===== config.mk =====
export PLATFORM = sky130hd
export DESIGN_NAME = pgio_port
export DESIGN_NICKNAME = d
export VERILOG_FILES = /design/src/pgio_pkg.sv /design/src/pgio_port.sv /design/src/pgio_sync.sv
export VERILOG_INCLUDE_DIRS = /design/src /design/src/src
export SDC_FILE = /design/constraint.sdc
export NUM_CORES = 1
export LEC_CHECK = 0
export BUFFER_PORTS_ARGS = -buffer_cell sky130_fd_sc_hd__buf_2
export CORE_MARGIN = 3
export CORE_UTILIZATION = 54
export DETAILED_ROUTE_END_ITERATION = 7
export HOLD_SLACK_MARGIN = 0.03
export MAX_ROUTING_LAYER = met4
export PLACE_DENSITY = 0.84
export SLEW_MARGIN = 20
export SYNTH_ARGS = -nofsm -noshare
export SYNTH_HDL_FRONTEND = slang
export SYNTH_SLANG_ARGS = --single-unit
export TNS_END_PERCENT = 20

===== constraint.sdc =====
create_clock -name clk_i -period 2.9 [get_ports clk_i]
set_input_delay 0.58 -clock clk_i [delete_from_list [all_inputs] [get_ports clk_i]]
set_output_delay 0.58 -clock clk_i [all_outputs]
set_load 0.005 [all_outputs]

===== src/pgio_cfg.svh =====
/*
  Offsets, reset values and input stage count for the general purpose port block.
  Assumes inclusion by bare name from any design or bench file.
*/
`ifndef PGIO_CFG_SVH
`define PGIO_CFG_SVH
`define PGIO_OFS_LATCH 8'h80
`define PGIO_OFS_INTYPE 8'hF1
`define PGIO_OFS_DRVTYPE 8'hA4
`define PGIO_RST_LATCH 8'hFF
`define PGIO_RST_INTYPE 8'hFF
`define PGIO_RST_DRVTYPE 8'h00
`define PGIO_RST_RDATA 8'h00
`define PGIO_RST_SYNC 8'hFF
`define PGIO_SYNC_STAGES 3
`endif


===== src/pgio_pkg.sv =====
/*
  Types shared by the port block.
  Assumes the _cfg header supplies all numeric constants.
*/
package pgio_pkg;
  typedef logic [7:0] pgio_byte_t;
  typedef logic [7:0] pgio_addr_t;
  typedef logic [2:0] pgio_bit_t;
endpackage


===== src/pgio_port.sv =====
/*
  Eight-pin general purpose port: output latch, input and driver type
  registers, pin drive, pull-up control and pin read-back.
  Assumes a processor special-register bus with byte and bit access,
  crossbar control levels and per-pin peripheral signals from outside.
*/
// Notes on behaviour
// - Unassigned, non-analog pins are software-driven general purpose I/O.
// - Port register accepts whole-byte and single-bit accesses.
// - Writes store into the output latch, held until next write.
// - Ordinary reads return sampled pin levels, even for peripheral pins.
// - Read-modify-write instructions read the latch, not the pins.
// - Latch value reaches pins per crossbar; 0 drives low, 1 high.
// - Latch 1 with driver type 0 leaves the pin open-drain.
// - Analog-input pins read as 1; digital inputs read pin level.
// - Input type bit 0 selects analog, 1 selects digital.
// - Analog pins lose pull-up, output driver and input receiver.
// - Driver type bit 0 selects open-drain, 1 push-pull.
// - Driver type bit ignored while the pin is analog.
// - Pins carrying SDA or SCL are always open-drain.
// - Crossbar disabled turns all drivers off; pins keep their input type.
// - Pull-ups on open-drain pins only, off while driving low.
`timescale 1ns/1ps
`default_nettype none
`include "pgio_cfg.svh"
module pgio_port #(
  parameter int NPINS = 8
) (
  input wire logic clk_i,
  input wire logic nrst_i,
  input wire pgio_pkg::pgio_addr_t sfr_addr_i,
  input wire logic sfr_wr_i,
  input wire logic sfr_rd_i,
  input wire logic sfr_bit_i,
  input wire pgio_pkg::pgio_bit_t sfr_bitsel_i,
  input wire logic sfr_rmw_i,
  input wire pgio_pkg::pgio_byte_t sfr_wdata_i,
  output pgio_pkg::pgio_byte_t sfr_rdata_o,
  output logic sfr_hit_o,
  input wire logic crossbar_enable_bit_i,
  input wire logic pullup_disable_bit_i,
  input wire logic [NPINS-1:0] crossbar_assign_i,
  input wire logic [NPINS-1:0] periph_out_i,
  input wire logic [NPINS-1:0] smbus_pin_i,
  input wire logic [NPINS-1:0] pin_i,
  output logic [NPINS-1:0] pin_o,
  output logic [NPINS-1:0] pin_oe_o,
  output logic [NPINS-1:0] pullup_en_o,
  output logic [NPINS-1:0] rx_en_o
);
  import pgio_pkg::*;

  // ------------------------------------------------------------
  // Elaboration checks
  // ------------------------------------------------------------
  // Registers are one byte wide, so the pin count is fixed
  if (NPINS != 8) begin : g_bad_npins
    $error("pgio_port: NPINS must be 8");
  end
  // Read latency figures assume exactly three input stages
  if (`PGIO_SYNC_STAGES != 3) begin : g_bad_sync
    $error("pgio_port: three input stages expected");
  end

  // ------------------------------------------------------------
  // Helper functions
  // ------------------------------------------------------------
  // Shared decode keeps the write and read paths in step
  function automatic logic addr_match(input pgio_addr_t addr,
                                      input pgio_addr_t ofs);
    return addr == ofs;
  endfunction

  function automatic logic [7:0] bit_merge(input logic [7:0] old_v,
                                           input logic [2:0] sel,
                                           input logic val);
    logic [7:0] r;
    r = old_v;
    r[sel] = val;
    return r;
  endfunction

  // ------------------------------------------------------------
  // Storage and nets
  // ------------------------------------------------------------
  pgio_byte_t port_output_latch_r;
  pgio_byte_t port_input_type_select_r;
  pgio_byte_t port_driver_type_select_r;
  pgio_byte_t latch_nxt;
  pgio_byte_t intype_nxt;
  pgio_byte_t drvtype_nxt;
  pgio_byte_t latch_bit_val;
  pgio_byte_t rdata_r;
  pgio_byte_t rdata_nxt;
  pgio_byte_t rdata_sel;
  pgio_byte_t pin_level;
  pgio_byte_t analog;
  pgio_byte_t port_view;
  logic sel_latch;
  logic sel_intype;
  logic sel_drvtype;
  logic wr_latch_byte;
  logic wr_latch_bit;
  logic wr_intype;
  logic wr_drvtype;
  logic rd_latch_pins;
  logic rd_latch_rmw;
  logic rd_intype;
  logic rd_drvtype;
  logic [NPINS-1:0] digital;
  logic [NPINS-1:0] drive_val;
  logic [NPINS-1:0] push_pull;
  logic [NPINS-1:0] oe_lo;
  logic [NPINS-1:0] oe_hi;

  // ------------------------------------------------------------
  // Address decode
  // ------------------------------------------------------------
  assign sel_latch = addr_match(sfr_addr_i, `PGIO_OFS_LATCH);
  assign sel_intype = addr_match(sfr_addr_i, `PGIO_OFS_INTYPE);
  assign sel_drvtype = addr_match(sfr_addr_i, `PGIO_OFS_DRVTYPE);
  assign sfr_hit_o = sel_latch | sel_intype | sel_drvtype;

  // ------------------------------------------------------------
  // Register writes
  // ------------------------------------------------------------
  // Bit access only on the port register; the mode registers take bytes
  assign wr_latch_byte = sfr_wr_i & sel_latch & ~sfr_bit_i;
  assign wr_latch_bit = sfr_wr_i & sel_latch & sfr_bit_i;
  assign wr_intype = sfr_wr_i & sel_intype;
  assign wr_drvtype = sfr_wr_i & sel_drvtype;
  // Bit writes merge into the latch, never into the pin levels
  assign latch_bit_val = bit_merge(port_output_latch_r, sfr_bitsel_i, sfr_wdata_i[0]);
  assign latch_nxt = wr_latch_byte ? sfr_wdata_i :
                     wr_latch_bit ? latch_bit_val : port_output_latch_r;
  assign intype_nxt = wr_intype ? sfr_wdata_i : port_input_type_select_r;
  assign drvtype_nxt = wr_drvtype ? sfr_wdata_i : port_driver_type_select_r;

  always_ff @(posedge clk_i or negedge nrst_i) begin
    if (!nrst_i) begin
      port_output_latch_r <= `PGIO_RST_LATCH;
    end else begin
      port_output_latch_r <= latch_nxt;
    end
  end

  always_ff @(posedge clk_i or negedge nrst_i) begin
    if (!nrst_i) begin
      port_input_type_select_r <= `PGIO_RST_INTYPE;
    end else begin
      port_input_type_select_r <= intype_nxt;
    end
  end

  always_ff @(posedge clk_i or negedge nrst_i) begin
    if (!nrst_i) begin
      port_driver_type_select_r <= `PGIO_RST_DRVTYPE;
    end else begin
      port_driver_type_select_r <= drvtype_nxt;
    end
  end

  // ------------------------------------------------------------
  // Pin read-back
  // ------------------------------------------------------------
  pgio_sync #(
    .WIDTH(NPINS),
    .RST_VAL(`PGIO_RST_SYNC)
  ) u_sync (
    .clk_i(clk_i),
    .nrst_i(nrst_i),
    .async_i(pin_i),
    .level_o(pin_level)
  );

  // Analog inputs read as one; the synchronised pin level is ORed with the analog mask
  assign analog = ~port_input_type_select_r;
  assign port_view = pin_level | analog;
  assign rd_latch_pins = sfr_rd_i & sel_latch & ~sfr_rmw_i;
  assign rd_latch_rmw = sfr_rd_i & sel_latch & sfr_rmw_i;
  assign rd_intype = sfr_rd_i & sel_intype;
  assign rd_drvtype = sfr_rd_i & sel_drvtype;
  // Selects are one-hot, so an AND-OR mux; unmapped reads give zero
  assign rdata_sel = ({8{rd_latch_pins}} & port_view)
                   | ({8{rd_latch_rmw}} & port_output_latch_r)
                   | ({8{rd_intype}} & port_input_type_select_r)
                   | ({8{rd_drvtype}} & port_driver_type_select_r);
  // Read data stands until the next read
  assign rdata_nxt = sfr_rd_i ? rdata_sel : rdata_r;
  assign sfr_rdata_o = rdata_r;

  always_ff @(posedge clk_i or negedge nrst_i) begin
    if (!nrst_i) begin
      rdata_r <= `PGIO_RST_RDATA;
    end else begin
      rdata_r <= rdata_nxt;
    end
  end

  // ------------------------------------------------------------
  // Pin drive
  // ------------------------------------------------------------
  // Combinational, so peripheral data reaches the pad with no added cycle
  assign digital = port_input_type_select_r;
  assign rx_en_o = digital;

  genvar g;
  generate
    for (g = 0; g < NPINS; g++) begin : g_pin
      // Peripheral pins take crossbar data, free pins take the latch
      assign drive_val[g] = crossbar_assign_i[g] ? periph_out_i[g]
                                                 : port_output_latch_r[g];
      assign push_pull[g] = port_driver_type_select_r[g] & digital[g]
                            & ~smbus_pin_i[g];
      assign oe_lo[g] = ~drive_val[g];
      assign oe_hi[g] = drive_val[g] & push_pull[g];
      assign pin_oe_o[g] = crossbar_enable_bit_i & digital[g]
                           & (oe_lo[g] | oe_hi[g]);
      assign pin_o[g] = drive_val[g] & pin_oe_o[g];
      // Pull-up off while driving low saves static current
      assign pullup_en_o[g] = ~pullup_disable_bit_i & digital[g] & ~push_pull[g]
                              & ~(pin_oe_o[g] & ~drive_val[g]);
    end
  endgenerate
endmodule
`default_nettype wire


===== src/pgio_sync.sv =====
/*
  Three-stage input synchroniser with agreement filter, one per pin.
  Assumes pins are asynchronous to clk_i.
*/
`timescale 1ns/1ps
`default_nettype none
module pgio_sync #(
  parameter int WIDTH = 8,
  parameter logic [7:0] RST_VAL = 8'hFF
) (
  input wire logic clk_i,
  input wire logic nrst_i,
  input wire logic [WIDTH-1:0] async_i,
  output logic [WIDTH-1:0] level_o
);
  logic [WIDTH-1:0] s1_r;
  logic [WIDTH-1:0] s2_r;
  logic [WIDTH-1:0] s3_r;
  logic [WIDTH-1:0] level_r;
  logic [WIDTH-1:0] level_nxt;
  // Reset value is one byte, so wider ports cannot be served
  if (WIDTH < 1 || WIDTH > 8) begin : g_bad_width
    $error("pgio_sync: WIDTH must be 1..8");
  end
  // Change counts only once stages two and three agree
  assign level_nxt = (s2_r & s3_r) | (level_r & (s2_r | s3_r));
  always_ff @(posedge clk_i or negedge nrst_i) begin
    if (!nrst_i) begin
      s1_r <= RST_VAL[WIDTH-1:0];
      s2_r <= RST_VAL[WIDTH-1:0];
      s3_r <= RST_VAL[WIDTH-1:0];
      level_r <= RST_VAL[WIDTH-1:0];
    end else begin
      s1_r <= async_i;
      s2_r <= s1_r;
      s3_r <= s2_r;
      level_r <= level_nxt;
    end
  end
  assign level_o = level_r;
endmodule
`default_nettype wire


# --- Word level (Yosys, flattened, before mapping) ---
# Index checks and enable logic that the tools add are counted.
# Widths: inputs -> output; s select.
op_classes:
  n_addsub: 0
  multipliers: 0
  div_mod_pow: 0
  n_lt_le_gt_ge: 2
  eq_ne: 3
  shifts: 0
  mux: 13
  n_bitwise: 148
  n_reduce_logical: 2
op_table:
  columns: ["operator", "n"]
  rows:
  - ["$and 1x1->1", 90]
  - ["$and 8x8->8", 6]
  - ["$or 8x8->8", 6]
  - ["$not 1->1", 35]
  - ["$eq 8x8->1 const B", 3]
  - ["$mux 8", 2]
  - ["$or 1x1->1", 10]
  - ["$mux 1", 9]
  - ["$bwmux 8", 1]
  - ["$not 8->8", 1]
  - ["$lt 3x4->1 const B", 1]
  - ["$demux 1 s3", 1]
  - ["$ge 3x1->1 const B", 1]
  - ["$reduce_bool 2->1", 1]
  - ["$logic_and 1x1->1", 1]
word_totals:
  register_bits: 64
  latchBits: 0
  ram_bits: 0
  mem_bits_ro: 0
  in_bits: 59
  output_inout_bits: 41
  elab_cells: 176
  n_memories: 0

# --- Logic depth before layout (Yosys ltp) ---
logic_depth:
  depth_word: 8
  ltp_mapped: 6
  depth_no_buf: 4

# --- Hierarchy ---
# Synthesis repeated with hierarchy kept, for this count alone.
hier_totals:
  cells_unflattened: 280
  hier_area_um2: 3064.2
by_module_without_submodules:
  columns: ["mod", "n_inst", "cells_each", "area_each_um2"]
  rows:
  - ["pgio_port", 1, 240, 2133.3]
  - ["pgio_sync", 1, 40, 930.9]

# --- Worst setup path after synthesis ---
# OpenSTA, ideal clock, no wires.
synth_path:
  kind: "input to output"
  startpoint: "input port crossbar_enable_bit_i"
  endpoint: "output port pin_o[7]"
  arrival_ns: 1.378
  required_time_ns: 2.320
  path_slack_ns: 0.942
  path_stages: 4
  path_buffers: 2
  path_cell_list: "clkbuf_1 -> clkbuf_1 -> nand2_1 -> nor3_1"
synth_between:
  elab_chain_len: 3
synth_rtl:
  columns: ["item", "line", "rtl"]
  rows:
  - ["start: declaration", "pgio_port.sv:40", "input wire logic crossbar_enable_bit_i,"]
  - ["$and 1x1->1", "pgio_port.sv:217", "assign pin_oe_o[g] = crossbar_enable_bit_i & digital[g]"]
  - ["$and 1x1->1", "pgio_port.sv:218", "& (oe_lo[g] | oe_hi[g]);"]
  - ["$and 1x1->1", "pgio_port.sv:219", "assign pin_o[g] = drive_val[g] & pin_oe_o[g];"]
  - ["end: declaration", "pgio_port.sv:46", "output logic [NPINS-1:0] pin_o,"]
# Every way passes these cells.

# --- Worst setup path in the final report ---
layout_path:
  startpoint: "input port sfr_addr_i[3]"
  endpoint: "output port sfr_hit_o"
layout_between:
  elab_chain_len: 3
layout_rtl:
  columns: ["item", "line", "rtl"]
  rows:
  - ["start: declaration", "pgio_port.sv:31", "input wire pgio_pkg::pgio_addr_t sfr_addr_i,"]
  - ["$eq 8x8->1", "pgio_port.sv:71", "return addr == ofs;"]
  - ["$or 1x1->1", "pgio_port.sv:122", "assign sfr_hit_o = sel_latch | sel_intype | sel_drvtype;"]
  - ["$or 1x1->1 (*)", "pgio_port.sv:122", null]
  - ["end: declaration", "pgio_port.sv:39", "output logic sfr_hit_o,"]
# Every way passes the cells marked *; elsewhere a longest branch is shown, timed or not.

==> summary.txt <==
Power and ir drop
  – Clk pwr share: roughly two fifths
  – Static leakage: 1.79 nW
  – Psw: 469 µW
  – PwrDens: approximately 530 nW/µm²
  – Switching fraction of total power: a little under a quarter
  – Comb pwr share: under 10%
  – Sequential Power Share: approximately 50%
  – Cell-internal power: ~1.6 mW
  – Peak supply drop: 0.362 mV

Timing
  – Clk_skew: 6.91 ps
  – Relative slew slack: 49.1%
  – Final Setup Violations: 0
  – Slew @ Worst Pin: roughly 760 ps
  – Hold Fails Final Rpt: 0
  – Unrepaired setup endpoints after global routing: false
  – Max Slew Vio Count: 0
  – Max Clk Rate: approximately 460 MHz
  – Final Cycle Share: between 70% and 80%
  – Setup TNS Final: 0 ps
  – Min Tclk post-route: 2170 ps

Hold path
  – WHS Path Cells: 1
  – Hold Crit Start: pin_i[3]
  – Hold Crit Class: input port to flop
  – Hold EP: u_sync.s1_r[3]

Critical path
  – Worst path cell trace: buf_2 > and4bb_1 > and4_1 > buf_4 > a31o_2 > buf_2
  – WP data arrival: 1590 ps
  – FF-to-FF Start: rx_en_o[0]
  – CP Launch Type: input port
  – Slowest cell on the critical path: a31o_2
  – Worst reg2reg path endpoint: sfr_rdata_o[0]
  – WP data required: between 2000 and 2500 ps
  – Reg2Reg Depth: 4
  – Worst Setup End Kind: primary output
  – Crit-path max cell delay: 220 ps
  – Crit-path max FO: 10
  – WS Path Type: input port to primary output
  – Reg2Reg Setup Slack: ~1600 ps
  – CP dominant cell by count: buf_2

Synth
  – Ys async rst share: between 90% and 100%
  – Count of cell types in the netlist: 37
  – Main synth FF type: dfstp_2
  – Post-synth top cells: dfstp_2, nand2_1, a21oi_1, o21ai_0, dfrtp_1
  – Synth top area cells: dfstp_2, dfrtp_1, a21oi_1, mux2_4, nand2_1
  – Synth Area per Inst: approximately 11 µm²
  – Synth Cell Area: approximately 3100 µm²
  – Yosys warning count: 0
  – Yosys top cell by area: dfstp_2
  – Top-count cell post-synth: dfstp_2
  – EDFF count, synth: 0
  – Synth Register Bits: 64
  – Mapped Cells: 280
  – Yosys top cell area share: about two fifths
  – Synthesized Nets: 339
  – Seq/Total Area, Yosys: 54.4%

Final layout
  – Layout cell share with drive strength beyond 1: 47.8%
  – Area Growth Syn to Fin: 24.8%
  – Final instance area: 3810 µm²
  – Final net count: 439
  – Diode count: 0
  – Final instance count without filler cells: 455
  – Fill cell count: around 380

Route
  – Final wirelength: slightly below 8 mm
  – WL/cell: between 15 and 20 µm
  – DRT iter0 DRCs: roughly 180
  – Antenna-violating nets left: 0
  – Via density per instance: ~5.7
  – DRC viols: 0
  – Via count: around 2,600
  – TritonRoute pass-1 iters: 5

Placed design
  – Routability congestion estimate from global placement: approximately 0.75
  – Cells after DPL: approximately 440
  – Hpwl dp: approximately 5.7 mm
  – Area after DPL: 3590 µm²
  – I/O Buffers: 99

Clocking
  – Num CTS Buffers: 9
  – TritonCTS clock tree: built
  – Clk root buf: clkbuf_8
  – Clock Sinks: between 60 and 70
  – Resize count post-CTS: 0
  – Worst-path clk slew: ~60 ps
  – Post-CTS Setup Inserts: 0
  – # hold bufs at CTS: 0
  – Worst-Skew Late Latency: approximately 340 ps
  – Htree depth: 3
  – Max clock buf depth: 2

Global route
  – Initial antenna violation count: 0
  – Remaining global-route overflow: 0
  – First-pass GRT wire length: 12.2 mm
  – Overall routing resource usage: about a quarter
  – Largest net degree at the start of global routing: 65
  – Vias in the first global route: ~2,500

Run
  – Max-Cap Viols: 0

Run status
  – Outcome: finished, final reports clean

Floorplanning
  – Die span in x: 81.2 µm
  – Chip Height: approximately 80 µm
  – Initial core utilization: between 50% and 60%
  – IO Count: 100
  – CORE AREA: 5270 µm²
  – Row cnt: 26
  – Die area: ~6600 µm²
layout make-up:
cell class | instances | area [µm²] | area share (%)
flip-flops and latches | 64 | 1660 | 43.6
clock inverters | 2 | 35.0 | 0.920
well taps | 70 | 87.6 | 2.30
inverters | 10 | 37.5 | 0.986
repair buffers | 101 | 510 | 13.4
clock buffers | 14 | 183 | 4.80
multi-input cells | 194 | 1290 | 33.9
cells by family (layout without fill, tap and decap cells):
| group | after synthesis | count (layout) | synth area share [%] |
|---|---|---|---|
| AOI/OAI and AO/OA | 67 | 67 | 12.8 |
| xor gates and xnor gates | 1 | 1 | 0.287 |
| adders and majority gates | 8 | 8 | 2.62 |
| buffers and inverters | 22 | 127 | 3.20 |
| DFF | 64 | 64 | 54.4 |
| muxes | 25 | 25 | 9.88 |
| and+or+nand+nor | 93 | 93 | 16.8 |
worst max-delay path, delay by kind of cell:
family                 cells  cell delay [ps]
and+or+nand+nor            2              390
buffers and inverters      3              400
AOI/OAI and AO/OA          1              220
layout by cell type, fill, tap and decap left out, drive strengths merged:
| cell type | Yosys | final |
|---|---|---|
| a31o | 1 | 1 |
| dfrtp | 16 | 16 |
| nor4b | 1 | 1 |
| nor3 | 10 | 10 |
| inv | 10 | 10 |
| mux2i | 8 | 8 |
| a2bb2oi | 1 | 1 |
| a21oi | 25 | 25 |
| xnor2 | 1 | 1 |
| maj3 | 8 | 8 |
| or3 | 2 | 2 |
| and4bb | 1 | 1 |
| nand3 | 1 | 1 |
| clkbuf | 6 | 14 |
| clkinv | 0 | 1 |
| bufinv | 0 | 1 |
| nand2b | 9 | 9 |
| nand3b | 8 | 8 |
| mux2 | 17 | 17 |
| o221a | 1 | 1 |
| nor3b | 1 | 1 |
| nand4 | 2 | 2 |
| and3 | 2 | 2 |
| a22oi | 10 | 10 |
| and4 | 3 | 3 |
| nor2 | 14 | 14 |
| dfstp | 48 | 48 |
| nor2b | 11 | 11 |
| a31oi | 10 | 10 |
| nand2 | 28 | 28 |
| buf | 6 | 101 |
| o21ai | 19 | 19 |
state kept, by name (all words and copies together), names as in the netlist:
name	count
port_driver_type_select_r	8
rx_en_o	8
u_sync.level_o	8
port_output_latch_r	8
u_sync.s2_r	8
u_sync.s1_r	8
sfr_rdata_o	8
u_sync.s3_r	8
power groups by stage:
stage                     registers, mW  clock network (mW)  logic, mW
after floorplan                    1.01                   0     0.0912
after global placement             1.02                   0      0.186
after detailed placement           1.02                   0      0.196
after CTS                          1.01               0.823      0.197
after global routing               1.02               0.866      0.219
final                              1.01               0.816      0.196
layer usage:
| metal | global-route usage [%] | wire (µm) | up-vias |
|---|---|---|---|
| met5 | - | 0 | - |
| met4 | 12.8 | 108 | 0 |
| met3 | 6.54 | 571 | 12 |
| met2 | 40.6 | 3950 | 117 |
| met1 | 31.4 | 3170 | 1270 |
| li1 | - | - | 1200 |
through the flow:
step	hold WS, ps	worst slack, ps	utilization [%]	total power [mW]
finish	337	727	72.2	2.02
global route	317	689	72.2	2.10
CTS	323	729	72.2	2.03
detailed placement	347	730	68.1	1.22
global placement	346	756	68.1	1.21
floorplan	284	942	-	1.10
how the worst max path moves through the flow:
stage | endpoint | start | cells after the start
final | sfr_hit_o | sfr_addr_i[3] | 6
after global placement | sfr_hit_o | sfr_addr_i[5] | 6
after CTS | sfr_hit_o | sfr_addr_i[3] | 6
after global routing | sfr_hit_o | sfr_addr_i[3] | 6
after detailed placement | sfr_hit_o | sfr_addr_i[3] | 6
after floorplan | pin_o[7] | crossbar_enable_bit_i | 4
(Power assumes the default switching activity.)
